File: src/include/pcs_pkg.sv
// pcs_pkg: constants and carriers for the function-three config block
// assumes config cycles arrive already decoded to a register offset
package pcs_pkg;

  // config register byte offsets
  localparam logic [7:0] OFS_LINE_LAT  = 8'h0C;
  localparam logic [7:0] OFS_BASE0     = 8'h10;
  localparam logic [7:0] OFS_SUBSYS    = 8'h2C;
  localparam logic [7:0] OFS_FIRST_CAPABILITY_OFFSET   = 8'h34;
  localparam logic [7:0] OFS_INT_LAT   = 8'h3C;
  localparam logic [7:0] OFS_DEV_CTRL  = 8'h40;
  localparam logic [7:0] OFS_PD_CAP    = 8'h44;
  localparam logic [7:0] OFS_PD_WORD   = 8'h48;
  localparam logic [7:0] OFS_PWR_CAP   = 8'h4C;
  localparam logic [7:0] OFS_PWR_CTRL  = 8'h50;

  // fixed field values
  localparam logic [2:0]  FUNC_NUMBER      = 3'b011;
  localparam logic [7:0]  HEADER_LAYOUT    = 8'h80;
  localparam logic [7:0]  SELF_TEST_CODE   = 8'h00;
  localparam logic [7:0]  FIRST_CAP_OFS    = 8'h44;
  localparam logic [7:0]  MAX_LATENCY_HINT_HINT     = 8'hFF;
  localparam logic [7:0]  MIN_GRANT_HINT   = 8'h06;
  localparam logic [7:0]  INT_PIN_CODE     = 8'h01;
  localparam logic [7:0]  PD_CAP_CODE      = 8'h03;
  localparam logic [7:0]  PD_NEXT_OFS      = 8'h4C;
  localparam logic [7:0]  PWR_CAP_CODE     = 8'h01;
  localparam logic [7:0]  PWR_NEXT_OFS     = 8'h00;
  localparam logic [2:0]  PWR_SPEC_VER     = 3'b010;
  localparam logic [1:0]  PWR_D0           = 2'b00;
  localparam logic [1:0]  PWR_D3HOT        = 2'b11;

  // reset values
  localparam logic [2:0]  RETRY_LIMIT_RST  = 3'b011;
  localparam logic [4:0]  READY_ON_RST     = 5'b1_1111;
  localparam logic [3:0]  FUNC_EN_RST      = 4'b1111;

  // eeprom byte addresses loaded after reset, and last byte index of each sequence
  localparam logic [14:0] EE_BOARD_MAKER   = 15'h0004;
  localparam logic [14:0] EE_FUNC_ENABLE   = 15'h0008;
  localparam logic [2:0]  BOOT_LAST_IDX    = 3'd4;
  localparam logic [2:0]  WORD_LAST_IDX    = 3'd3;

  // one configuration access
  typedef struct packed {
    logic        valid;
    logic        type0;
    logic [2:0]  func;
    logic [7:0]  offset;
    logic        write;
    logic [3:0]  byte_en;
    logic [31:0] wdata;
  } pcs_cfg_req_t;

  // eeprom sequencer states
  typedef enum logic [1:0] {
    ST_BOOT,
    ST_IDLE,
    ST_PD_READ,
    ST_PD_WRITE
  } pcs_state_t;

endpackage : pcs_pkg

File: src/hw/pcs_config_space.sv
// pcs_config_space: config header of the video-port master function
// assumes config requests and path/master status on the pci clock domain
//
// Notes on behaviour
// master counts clocks to latency value, ends transfer once grant drops
// header type byte reads multifunction code, self-test byte reads zero
// base address keeps upper byte only, lower 24 bits read zero
// board codes load from eeprom bytes 4..7 after reset
// board code writes take effect only while write enable bit is set
// capability pointer reads product-data offset, upper bits zero
// max latency reads all ones, min grant reads six
// interrupt pin reads one, interrupt line is plain read-write
// function 1..4 enables load from eeprom at reset release
// function 0 enable is fixed at one, writes ignored
// per-path ready is zero while busy, accesses then get retry
// ready-logic off holds ready at one and drops retry for that path
// dma arbiter switches channel after selected retry count, default three
// one control bit turns on host compatibility mode, default off
// flag 0 starts read, 1 starts write; read sets, write clears flag
// product-data address is 15-bit byte address in bits 30..16
// each product-data transfer moves four bytes, low byte at address
// capability ids and next pointers chain product data then power
// power capability word reports fixed version and support bits
// power state accepts D0 and D3hot only, D1/D2 writes ignored
// unsupported power fields read zero and ignore writes
// cache line size is a plain read-write byte
// responds only to type 0 config cycles for function three
// reserved bits read zero and ignore writes
`timescale 1ns/10ps
module pcs_config_space
  import pcs_pkg::*;
(
  // clock and reset
  input  wire logic         ref_clk_i,
  input  wire logic         rst_i,
  // configuration access
  input  wire pcs_cfg_req_t cfg_req_i,
  output logic              cfg_ack_o,
  output logic [31:0]       cfg_rdata_o,
  // bus master latency
  input  wire logic         master_active_i,
  input  wire logic         grant_i,
  output logic              master_terminate_o,
  // transfer paths
  input  wire logic [4:0]   path_busy_i,
  input  wire logic [4:0]   path_access_i,
  output logic [4:0]        path_retry_o,
  // dma arbiter
  input  wire logic         dma_retry_i,
  output logic              dma_channel_o,
  // eeprom byte port
  output logic              ee_req_o,
  output logic              ee_write_o,
  output logic [14:0]       ee_addr_o,
  output logic [7:0]        ee_wdata_o,
  input  wire logic         ee_ack_i,
  input  wire logic [7:0]   ee_rdata_i,
  // function controls
  output logic [4:0]        function_enable_o,
  output logic              host_compat_mode_o,
  output logic [1:0]        power_state_o
);

  // storage
  logic [7:0]  cache_line_bytes_q;
  logic [7:0]  master_latency_count_q;
  logic [7:0]  window_base_high_q;
  logic [15:0] board_product_code_q;
  logic [15:0] board_maker_code_q;
  logic [7:0]  int_line_q;
  logic [3:0]  func_en_q;
  logic [4:0]  ready_logic_on_q;
  logic [2:0]  arbiter_retry_limit_q;
  logic        host_compat_q;
  logic        board_code_write_enable_q;
  logic        product_data_done_flag_q;
  logic [14:0] product_data_byte_addr_q;
  logic [31:0] product_data_word_value_q;
  logic [1:0]  power_state_field_q;
  pcs_state_t  state_q;
  logic [2:0]  idx_q;
  logic        req_q;
  logic        write_q;
  logic [14:0] addr_q;
  logic [7:0]  wdata_q;
  logic [7:0]  lat_cnt_q;
  logic        active_q;
  logic        term_q;
  logic [2:0]  retry_cnt_q;
  logic        channel_q;
  logic [4:0]  retry_q;
  logic        ack_q;
  logic [31:0] rdata_q;

  // merge written bytes into an old word
  function automatic logic [31:0] merge(input logic [31:0] old_v,
                                        input logic [31:0] new_v,
                                        input logic [3:0]  be);
    logic [31:0] r;
    r = old_v;
    for (int b = 0; b < 4; b++) begin
      if (be[b]) begin
        r[8*b +: 8] = new_v[8*b +: 8];
      end
    end
    return r;
  endfunction : merge

  // decode of a write hitting this function
  logic        hit;
  logic        wr;
  logic [31:0] line_wv;
  logic [31:0] board_wv;
  logic [4:0]  ready_flags;
  logic        byte_done;
  logic        pd_go;
  assign hit = cfg_req_i.valid && cfg_req_i.type0
               && (cfg_req_i.func == FUNC_NUMBER);
  assign wr  = hit && cfg_req_i.write;
  assign byte_done = req_q && ee_ack_i;
  assign pd_go = wr && (cfg_req_i.offset == OFS_PD_CAP)
                 && cfg_req_i.byte_en[3] && (state_q == ST_IDLE);
  // ready reads zero only while busy and its logic is on
  assign ready_flags = ~(path_busy_i & ready_logic_on_q);
  // written words with byte lanes merged over the stored fields
  assign line_wv  = merge({16'h0000, master_latency_count_q,
                           cache_line_bytes_q},
                          cfg_req_i.wdata, cfg_req_i.byte_en);
  assign board_wv = merge({board_product_code_q, board_maker_code_q},
                          cfg_req_i.wdata, cfg_req_i.byte_en);

  // plain software fields
  always_ff @(posedge ref_clk_i) begin
    if (rst_i) begin
      cache_line_bytes_q     <= 8'h00;
      master_latency_count_q <= 8'h00;
      window_base_high_q     <= 8'h00;
      int_line_q             <= 8'h00;
      power_state_field_q    <= PWR_D0;
    end else if (wr) begin
      if (cfg_req_i.offset == OFS_LINE_LAT) begin
        cache_line_bytes_q     <= line_wv[7:0];
        master_latency_count_q <= line_wv[15:8];
      end
      if (cfg_req_i.offset == OFS_BASE0 && cfg_req_i.byte_en[3]) begin
        window_base_high_q <= cfg_req_i.wdata[31:24];
      end
      if (cfg_req_i.offset == OFS_INT_LAT && cfg_req_i.byte_en[0]) begin
        int_line_q <= cfg_req_i.wdata[7:0];
      end
      if (cfg_req_i.offset == OFS_PWR_CTRL && cfg_req_i.byte_en[0]
          && (cfg_req_i.wdata[1:0] == PWR_D0
              || cfg_req_i.wdata[1:0] == PWR_D3HOT)) begin
        power_state_field_q <= cfg_req_i.wdata[1:0];
      end
    end
  end

  // device control fields
  always_ff @(posedge ref_clk_i) begin
    if (rst_i) begin
      ready_logic_on_q          <= READY_ON_RST;
      arbiter_retry_limit_q     <= RETRY_LIMIT_RST;
      host_compat_q             <= 1'b0;
      board_code_write_enable_q <= 1'b0;
    end else if (wr && cfg_req_i.offset == OFS_DEV_CTRL) begin
      if (cfg_req_i.byte_en[1]) begin
        ready_logic_on_q <= cfg_req_i.wdata[12:8];
      end
      if (cfg_req_i.byte_en[0]) begin
        arbiter_retry_limit_q     <= cfg_req_i.wdata[6:4];
        host_compat_q             <= cfg_req_i.wdata[3];
        board_code_write_enable_q <= cfg_req_i.wdata[0];
      end
    end
  end

  // board codes and function enables, eeprom load then gated writes
  always_ff @(posedge ref_clk_i) begin
    if (rst_i) begin
      board_product_code_q <= 16'h0000;
      board_maker_code_q   <= 16'h0000;
      func_en_q            <= FUNC_EN_RST;
    end else if (state_q == ST_BOOT && byte_done) begin
      case (idx_q)
        3'd0:    board_maker_code_q[7:0]    <= ee_rdata_i;
        3'd1:    board_maker_code_q[15:8]   <= ee_rdata_i;
        3'd2:    board_product_code_q[7:0]  <= ee_rdata_i;
        3'd3:    board_product_code_q[15:8] <= ee_rdata_i;
        default: func_en_q                  <= ee_rdata_i[3:0];
      endcase
    end else if (wr) begin
      if (cfg_req_i.offset == OFS_SUBSYS && board_code_write_enable_q) begin
        board_product_code_q <= board_wv[31:16];
        board_maker_code_q   <= board_wv[15:0];
      end
      if (cfg_req_i.offset == OFS_DEV_CTRL && cfg_req_i.byte_en[3]) begin
        func_en_q <= cfg_req_i.wdata[28:25];
      end
    end
  end

  // eeprom byte sequencer
  always_ff @(posedge ref_clk_i) begin
    if (rst_i) begin
      state_q <= ST_BOOT;
      idx_q   <= 3'd0;
      req_q   <= 1'b0;
      write_q <= 1'b0;
      addr_q  <= 15'h0000;
      wdata_q <= 8'h00;
    end else begin
      case (state_q)
        ST_IDLE: begin
          idx_q <= 3'd0;
          if (pd_go) begin
            state_q <= cfg_req_i.wdata[31] ? ST_PD_WRITE : ST_PD_READ;
          end
        end
        ST_BOOT, ST_PD_READ, ST_PD_WRITE: begin
          if (!req_q) begin
            req_q   <= 1'b1;
            write_q <= (state_q == ST_PD_WRITE);
            if (state_q == ST_BOOT) begin
              addr_q <= (idx_q == BOOT_LAST_IDX) ? EE_FUNC_ENABLE
                        : EE_BOARD_MAKER + {12'h000, idx_q};
            end else begin
              addr_q <= product_data_byte_addr_q + {12'h000, idx_q};
            end
            wdata_q <= product_data_word_value_q[8*idx_q[1:0] +: 8];
          end else if (ee_ack_i) begin
            req_q <= 1'b0;
            idx_q <= idx_q + 3'd1;
            if (idx_q == ((state_q == ST_BOOT) ? BOOT_LAST_IDX
                                               : WORD_LAST_IDX)) begin
              state_q <= ST_IDLE;
            end
          end
        end
        default: state_q <= ST_IDLE;
      endcase
    end
  end

  // product-data address, flag and word
  always_ff @(posedge ref_clk_i) begin
    if (rst_i) begin
      product_data_done_flag_q  <= 1'b0;
      product_data_byte_addr_q  <= 15'h0000;
      product_data_word_value_q <= 32'h0000_0000;
    end else begin
      if (pd_go) begin
        product_data_done_flag_q <= cfg_req_i.wdata[31];
        product_data_byte_addr_q <= cfg_req_i.wdata[30:16];
      end
      if (state_q == ST_PD_READ && byte_done) begin
        product_data_word_value_q[8*idx_q[1:0] +: 8] <= ee_rdata_i;
        if (idx_q == WORD_LAST_IDX) begin
          product_data_done_flag_q <= 1'b1;
        end
      end
      if (state_q == ST_PD_WRITE && byte_done && idx_q == WORD_LAST_IDX) begin
        product_data_done_flag_q <= 1'b0;
      end
      if (wr && cfg_req_i.offset == OFS_PD_WORD && state_q == ST_IDLE) begin
        product_data_word_value_q <= merge(product_data_word_value_q,
                                           cfg_req_i.wdata,
                                           cfg_req_i.byte_en);
      end
    end
  end

  // latency timer for this function's master
  always_ff @(posedge ref_clk_i) begin
    if (rst_i) begin
      lat_cnt_q <= 8'h00;
      active_q  <= 1'b0;
      term_q    <= 1'b0;
    end else begin
      active_q <= master_active_i;
      if (master_active_i && !active_q) begin
        lat_cnt_q <= 8'h00;
      end else if (master_active_i
                   && lat_cnt_q != master_latency_count_q) begin
        lat_cnt_q <= lat_cnt_q + 8'h01;
      end
      term_q <= master_active_i && active_q && !grant_i
                && (lat_cnt_q == master_latency_count_q);
    end
  end

  // path retry and dma channel arbiter
  always_ff @(posedge ref_clk_i) begin
    if (rst_i) begin
      retry_q     <= 5'b0_0000;
      retry_cnt_q <= 3'd0;
      channel_q   <= 1'b0;
    end else begin
      retry_q <= path_access_i & ~ready_flags;
      if (dma_retry_i) begin
        if (retry_cnt_q + 3'd1 >= arbiter_retry_limit_q) begin
          retry_cnt_q <= 3'd0;
          channel_q   <= ~channel_q;
        end else begin
          retry_cnt_q <= retry_cnt_q + 3'd1;
        end
      end
    end
  end

  // read answer, one cycle after the request
  always_ff @(posedge ref_clk_i) begin
    if (rst_i) begin
      ack_q   <= 1'b0;
      rdata_q <= 32'h0000_0000;
    end else begin
      ack_q <= hit;
      case (cfg_req_i.offset)
        OFS_LINE_LAT: rdata_q <= {SELF_TEST_CODE, HEADER_LAYOUT,
                       master_latency_count_q, cache_line_bytes_q};
        OFS_BASE0:    rdata_q <= {window_base_high_q, 24'h00_0000};
        OFS_SUBSYS:   rdata_q <= {board_product_code_q, board_maker_code_q};
        OFS_FIRST_CAPABILITY_OFFSET:  rdata_q <= {24'h00_0000, FIRST_CAP_OFS};
        OFS_INT_LAT:  rdata_q <= {MAX_LATENCY_HINT_HINT, MIN_GRANT_HINT,
                                  INT_PIN_CODE, int_line_q};
        OFS_DEV_CTRL: rdata_q <= {3'b000, func_en_q, 1'b1, 3'b000,
                       ready_flags, 3'b000, ready_logic_on_q, 1'b0,
                       arbiter_retry_limit_q, host_compat_q, 2'b00,
                       board_code_write_enable_q};
        OFS_PD_CAP:   rdata_q <= {product_data_done_flag_q,
                       product_data_byte_addr_q, PD_NEXT_OFS,
                       PD_CAP_CODE};
        OFS_PD_WORD:  rdata_q <= product_data_word_value_q;
        OFS_PWR_CAP:  rdata_q <= {10'h000, 1'b1, 2'b00, PWR_SPEC_VER,
                       PWR_NEXT_OFS, PWR_CAP_CODE};
        OFS_PWR_CTRL: rdata_q <= {30'h0000_0000,
                                  power_state_field_q};
        default:      rdata_q <= 32'h0000_0000;
      endcase
    end
  end

  // outputs
  assign cfg_ack_o          = ack_q;
  assign cfg_rdata_o        = rdata_q;
  assign master_terminate_o = term_q;
  assign path_retry_o       = retry_q;
  assign dma_channel_o      = channel_q;
  assign ee_req_o           = req_q;
  assign ee_write_o         = write_q;
  assign ee_addr_o          = addr_q;
  assign ee_wdata_o         = wdata_q;
  assign function_enable_o  = {func_en_q, 1'b1};
  assign host_compat_mode_o = host_compat_q;
  assign power_state_o      = power_state_field_q;

  // checks
  a_ack_only_hit: assert property (@(posedge ref_clk_i) disable iff (rst_i)
    cfg_ack_o |-> $past(hit)) else $error("ack without matching cycle");
  a_header_bytes: assert property (@(posedge ref_clk_i) disable iff (rst_i)
    (hit && cfg_req_i.offset == OFS_LINE_LAT)
    |=> cfg_rdata_o[31:16] == 16'h0080)
    else $error("header byte wrong");
  a_base_low_zero: assert property (@(posedge ref_clk_i) disable iff (rst_i)
    (hit && cfg_req_i.offset == OFS_BASE0)
    |=> cfg_rdata_o[23:0] == 24'h00_0000)
    else $error("base low bits not zero");
  a_board_locked: assert property (@(posedge ref_clk_i) disable iff (rst_i)
    (state_q == ST_IDLE && !board_code_write_enable_q)
    |=> $stable(board_product_code_q)) else $error("board code changed");
  a_func_zero_on: assert property (@(posedge ref_clk_i) disable iff (rst_i)
    function_enable_o[0]) else $error("function zero disabled");
  a_retry_busy: assert property (@(posedge ref_clk_i) disable iff (rst_i)
    (path_access_i[2] && path_busy_i[2] && ready_logic_on_q[2])
    |=> path_retry_o[2]) else $error("busy path not retried");
  a_no_retry_off: assert property (@(posedge ref_clk_i) disable iff (rst_i)
    !ready_logic_on_q[2] |=> !path_retry_o[2])
    else $error("retry with ready logic off");
  a_power_legal: assert property (@(posedge ref_clk_i) disable iff (rst_i)
    power_state_o != 2'b01 && power_state_o != 2'b10)
    else $error("illegal power state");
  a_term_grant: assert property (@(posedge ref_clk_i) disable iff (rst_i)
    master_terminate_o |-> $past(!grant_i && master_active_i))
    else $error("terminate while granted");
  a_read_sets: assert property (@(posedge ref_clk_i) disable iff (rst_i)
    (state_q == ST_PD_READ && byte_done && idx_q == 3'd3)
    |=> product_data_done_flag_q && state_q == ST_IDLE)
    else $error("read did not set flag");
  a_switch_limit: assert property (@(posedge ref_clk_i) disable iff (rst_i)
    $changed(dma_channel_o) |-> $past(dma_retry_i))
    else $error("channel switch without retry");

endmodule : pcs_config_space

File: config.mk
export PLATFORM = sky130hd
export DESIGN_NAME = pcs_config_space
export DESIGN_NICKNAME = d
export VERILOG_FILES = /design/src/include/pcs_pkg.sv /design/src/hw/pcs_config_space.sv
export SDC_FILE = /design/constraint.sdc
export NUM_CORES = 1
export LEC_CHECK = 0
export ABC_CLOCK_PERIOD_IN_PS = 3700
export BUFFER_PORTS_ARGS = -buffer_cell sky130_fd_sc_hd__clkbuf_2
export CAP_MARGIN = 20
export CORE_MARGIN = 8
export CORE_UTILIZATION = 25
export CTS_CLUSTER_DIAMETER = 50
export DETAILED_ROUTE_END_ITERATION = 6
export MAX_ROUTING_LAYER = met4
export PLACE_DENSITY_LB_ADDON = 0.05
export SYNTH_ARGS = -nofsm -noshare
export SYNTH_HDL_FRONTEND = slang
export SYNTH_SLANG_ARGS = --single-unit
File: constraint.sdc
create_clock -name ref_clk_i -period 3.7 [get_ports ref_clk_i]
set_input_delay 0.185 -clock ref_clk_i [delete_from_list [all_inputs] [get_ports ref_clk_i]]
set_output_delay 0.185 -clock ref_clk_i [all_outputs]
set_load 0.05 [all_outputs]
==> Word-level counts from Yosys, hierarchy flattened <==
Index checks and enable logic that the tools add are counted.
{ "classes": {"bitwise_logic": 6, "n_eq_ne": 35, "add_sub_neg": 6, "shift": 3, "mux": 40, "magnitude_cmp": 1, "reduce_logical": 63} }
{ "ops": {"columns": ["cell", "count"], "rows": [
  ["32-bit case mux with 10 select lines", 1],
  ["16-bit 2-to-1 mux", 6],
  ["32-bit 2-to-1 mux", 2],
  ["8-bit 2-to-1 mux", 8],
  ["8-bit by 7-bit == test with 1-bit output (second input constant)", 5],
  ["5-bit negation with 34-bit output", 1],
  ["8-bit by 34-bit variable shift with 32-bit output (first input constant)", 1],
  ["8-bit by 34-bit variable part select with 32-bit output", 1],
  ["32-bit bitwise mux", 1],
  ["32-bit by 6-bit variable part select with 8-bit output", 1],
  ["1-bit logical AND", 25],
  ["8-bit by 6-bit == test with 1-bit output (second input constant)", 3],
  ["2-bit AND reduction", 12],
  ["4-bit 2-to-1 mux", 5],
  ["4-bit AND reduction", 5],
  ["2-bit != test (second input constant)", 9],
  ["2-bit nonzero test", 8],
  ["15-bit by 3-bit adder with 15-bit output", 1],
  ["15-bit 2-to-1 mux", 1],
  ["3-bit 2-to-1 mux", 4],
  ["5-bit AND", 2],
  ["5-bit NOT", 2],
  ["3-bit by 2-bit == test with 1-bit output (second input constant)", 3],
  ["3-bit AND reduction", 3],
  ["other kinds (26)", 44]
]} }
{ "word_totals": {"reg_bits": 210, "output_inout_bits": 73, "input_bits": 74, "wordCells": 188} }

==> Depth between registers and ports, before layout <==
{ "logic_depth": {"word_depth": 9, "ltp_mapped": 8, "ltp_nobuf": 8} }

==> Least setup slack after synthesis <==
OpenSTA, ideal clock, no wires.
{ "synth_path": {"kind": "register -> register", "startpoint": "register req_q, in the netlist ee_req_o", "endpoint": "register product_data_word_value_q[6]", "required_ps": 3607, "setup_time_ps": 93, "arrival_ps": 2121, "slack_ps": 1485, "stages_incl_launch_ff": 8, "path_buffers": 2, "period_less_slack_ps": 2215, "cell_sequence": "dfxtp_1 -> buf_2 -> and4b_1 -> buf_2 -> nand2_1 -> nor4_1 -> nand2_1 -> o311ai_2"} }
{ "synth_via": {"elab_chain_len": 4} }
{ "synth_lines": {"columns": ["item", "line_no", "text"], "rows": [
  ["from (decl)", "pcs_config_space.sv:82", "logic req_q;"],
  ["from (signal assigned)", "pcs_config_space.sv:208", "req_q <= 1'b0;"],
  ["from (signal assigned)", "pcs_config_space.sv:222", "req_q <= 1'b1;"],
  ["from (signal assigned)", "pcs_config_space.sv:232", "req_q <= 1'b0;"],
  ["1-bit logical AND", "pcs_config_space.sv:120", "assign byte_done = req_q && ee_ack_i;"],
  ["1-bit logical AND", "pcs_config_space.sv:256", "if (state_q == ST_PD_READ && byte_done) begin"],
  ["2-bit nonzero test (no line)", null, null],
  ["2-bit AND reduction (no line)", null, null],
  ["to (signal, indexed assignment)", "pcs_config_space.sv:257", "product_data_word_value_q[8*idx_q[1:0] +: 8] <= ee_rdata_i;"],
  ["to (signal assigned)", "pcs_config_space.sv:266", "product_data_word_value_q <= merge(product_data_word_value_q,"],
  ["to (decl)", "pcs_config_space.sv:78", "logic [31:0] product_data_word_value_q;"]
]} }
No other way between the ends.
A chain may end at the register's enable or synchronous reset.

==> Worst setup path in the final report <==
{ "layout_path": {"startpoint": "input cfg_req_i[47] (netlist bit)", "endpoint": "register product_data_word_value_q[4]"} }
{ "layout_via": {"elab_chain_len": 7, "word_cells_on_any_way": 9, "classes_between": "2 x eq/ne; 1 x mux; 6 x reduce/logical"} }
{ "layout_lines": {"columns": ["item", "line_no", "text"], "rows": [
  ["from (decl)", "pcs_config_space.sv:37", "input wire pcs_cfg_req_t cfg_req_i,"],
  ["3-bit by 2-bit == test with 1-bit output *", "pcs_config_space.sv:118", "&& (cfg_req_i.func == FUNC_NUMBER);"],
  ["1-bit logical AND *", "pcs_config_space.sv:118", null],
  ["1-bit logical AND *", "pcs_config_space.sv:119", "assign wr = hit && cfg_req_i.write;"],
  ["1-bit logical AND * (2 in a row)", "pcs_config_space.sv:265", "if (wr && cfg_req_i.offset == OFS_PD_WORD && state_q == ST_IDLE) begin"],
  ["2-bit != test (no line) or 2-bit nonzero test (tied branches)", null, null],
  ["2-bit AND reduction (no line)", null, null]
]} }
Mark *: on every way between the ends. The rest lies on a longest branch, timed or not.

==> results.tsv <==
metric	value	unit
grt_use_met2	0.274	
synth-edff-count	0	
htreeDepth	2	
relSlewSlack	0.325	
cp_cell_sequence	dlygate4sd3_1 -> clkbuf_2 -> nand4b_1 -> nor4_4 -> nand3_2 -> o311ai_0	
setup_viol	0	
die_w	216	um
wl_per_cell	22.5	um
die_area	46600	um^2
timing.final.ws_setup	1.19	ns
cts_resized	0	
fin_util	0.329	
antenna_found_initial	1	
syn_avg_cell_area	8.40	um^2
wirelength	43200	um
grt_pass1_vias	9732	
layout_commonest_cell	dfxtp_1	
synth-seq-cells	210	
dp_slack	0.967	ns
grt.busiest_layer	met2	
finalNetCount	1454	
dr_total_vias	9570	
initial_utilization	0.253	
io_buffers	145	
holdCritStartpoint	cfg_req_i[3]	
synth_area	9990	um^2
io_pins	147	
cts_buffer_depth	3	
die_y	216	um
status	complete, no violations	
post-dp-hpwl	31100	um
areaGrowthSynthToFinish	30.4	%
most-common-layout-cells	210 x dfxtp_1, 144 x clkbuf_2, 143 x nand2_1	
dr.pass1.iters	5	
num_antenna_cells	0	
p_leak	4.95	nW
ys_types	66	
fill_cells	4276	
hp-class	input pin to register	
cp_slowest_cell	nor4_4	
drc	0	
slew_violations	0	
crit_fanout	16	
insertion_delay	0.55	ns
postSynth.asyncResetShare	0	
core_region_area	39500	um^2
fin_skew	0.0164	ns
ys.flop_type	dfxtp_1	
cts.sinks	210	
grt_util_met3	0.0392	
rsz0062_at_grt	no	
maxCapViolations	0	
critical_path.startpoint_type	input pin	
grt_usage	0.186	
drive_gt1_frac	0.197	
cts_tree	built	
via_per_inst	4.99	
gr-total-overflow	0	
power.density	500	nW/um^2
grt_use_met1	0.254	
post_cts_buffers	0	
slowest_delay	0.83	ns
path_buf_inv	2	
grt_pass1_wl	64400	um
clk_pin_slew	0.05	ns
ant_nets	0	
ys_seq_area_frac	0.421	
cts_made_buffers	37	
holdWs	0.0313	ns
grt_start_max_net_pins	52	
postCtsHoldBufs	45	
routabilityCongestion	0.849	
report.final.hold_viol_count	0	
synth_nets	1279	
r2r-start	idx_q[0]$_SDFFE_PP0P_	
fmax	0.398	GHz
crit_required	4.12	ns
fp-row-count	73	
period_needed	2.51	ns
cp_data_arrival_time	2.93	ns
fin_crit_sh	0.679	
end_kind	register	
critPathTopFamily	simple AND/OR/NAND/NOR gates	
worst_pin_slew	1.01	ns
yosys_warnings	0	
startpoint	cfg_req_i[47]	
tns	0	ns
clock-root-buffer	clkbuf_16	
dr.first_iter.drc_count	611	
syn_inst	1189	
irDropWorstVdd	0.222	mV
worstSetupPathType	input pin to register	
-- layer usage --
layer,share of wire,routed length (um),vias up
met3,0.055,2390,68
met5,0,0,-
met4,0.023,981,0
li1,-,-,4638
met2,0.43,18700,268
met1,0.49,21100,4596
-- synthesized netlist by cell type, drive strengths merged (5+ instances only) --
master  instances  area (um^2)
nor2b          26          163
clkbuf         58          218
a31oi           7         43.8
a221oi         14          123
nor4           28          205
xnor2          17          149
mux4            8          180
nand2b          7         43.8
o22ai           5         31.3
o311ai          8         85.1
nor2          120          450
a211oi         42          315
mux2i          37          370
nor3           89          473
ha             15          188
or3             6         37.5
a22oi          23          173
mux2            9          101
a21oi         120          601
dfxtp         210         4200
inv            22         82.6
buf            25          156
o21ai          31          155
and4b          10          100
and3           14         87.6
nand3          20          110
nand4          11         90.1
xor2            8         70.1
nand2         143          537
and2           15         93.8
-- state kept, by name, summed over array words and instances (netlist names), 2 cells and up --
name / flops
cfg_rdata_o: 32
product_data_word_value_q: 32
board_maker_code_q: 16
board_product_code_q: 16
ee_addr_o: 15
product_data_byte_addr_q: 15
cache_line_bytes_q: 8
ee_wdata_o: 8
int_line_q: 8
lat_cnt_q: 8
master_latency_count_q: 8
window_base_high_q: 8
path_retry_o: 5
ready_logic_on_q: 5
func_en_q: 4
arbiter_retry_limit_q: 3
idx_q: 3
retry_cnt_q: 3
power_state_o: 2
state_q: 2
-- power by group --
part / total [mW] / internal (mW) / switching (mW)
clock: 3.74 / 2.44 / 1.30
combinational: 0.461 / 0.149 / 0.312
sequential: 2.31 / 2.29 / 0.0188
total: 6.51 / 4.88 / 1.63
-- worst min-delay path, delay by kind of cell --
family        cells  cell delay [ns]
buf+inv           1             0.18
mux               1             0.09
simple gates      1             0.07
-- per-stage QoR --
| stage | instance area, um^2 | cells | power, mW |
|---|---|---|---|
| floorplan | 9990 | 1189 | 2.58 |
| global placement | 11200 | 1805 | 2.78 |
| detailed placement | 11200 | 1805 | 2.78 |
| CTS | 13000 | 1918 | 6.60 |
| global route | 13000 | 1918 | 6.73 |
| finish | 13000 | 1918 | 6.51 |
-- path summary, 6_finish.rpt --
| path | endpoint | slack, ns | cells past startpoint |
|---|---|---|---|
| worst max-delay path | product_data_word_value_q[4]$_SDFFE_PP0P_ | 1.19 | 6 |
| worst max register to register | product_data_word_value_q[18]$_SDFFE_PP0P_ | 1.33 | 8 |
| worst min register to register | ee_wdata_o[3]$_SDFFE_PP0P_ | 0.45 | 2 |
| worst min-delay path | cache_line_bytes_q[3]$_SDFFE_PP0P_ | 0.03 | 3 |
-- area by class of cell --
class                           count  area, um^2  share of cell area
Inverter                           22        82.6             0.00634
Timing Repair Buffer              219        1400               0.108
Clock inverter                     25         339              0.0260
Clock buffer                       43        1000              0.0769
Sequential cell                   210        4200               0.323
Tap cell                          525         657              0.0505
Multi-Input combinational cell    874        5340               0.410
-- kinds of logic (layout without fill, tap and decap cells) --
family	count (synthesis)	after routing	synth area share
other	1	1	0.000375
and+or+nand+nor	503	503	0.252
buffers and inverters	105	309	0.0457
xor gates and xnor gates	25	25	0.0219
adders and majority gates	16	16	0.0208
DFF	210	210	0.421
AOI/OAI and AO/OA	275	275	0.173
muxes	54	54	0.0653
No activity file was read; power rests on OpenSTA's default activity.
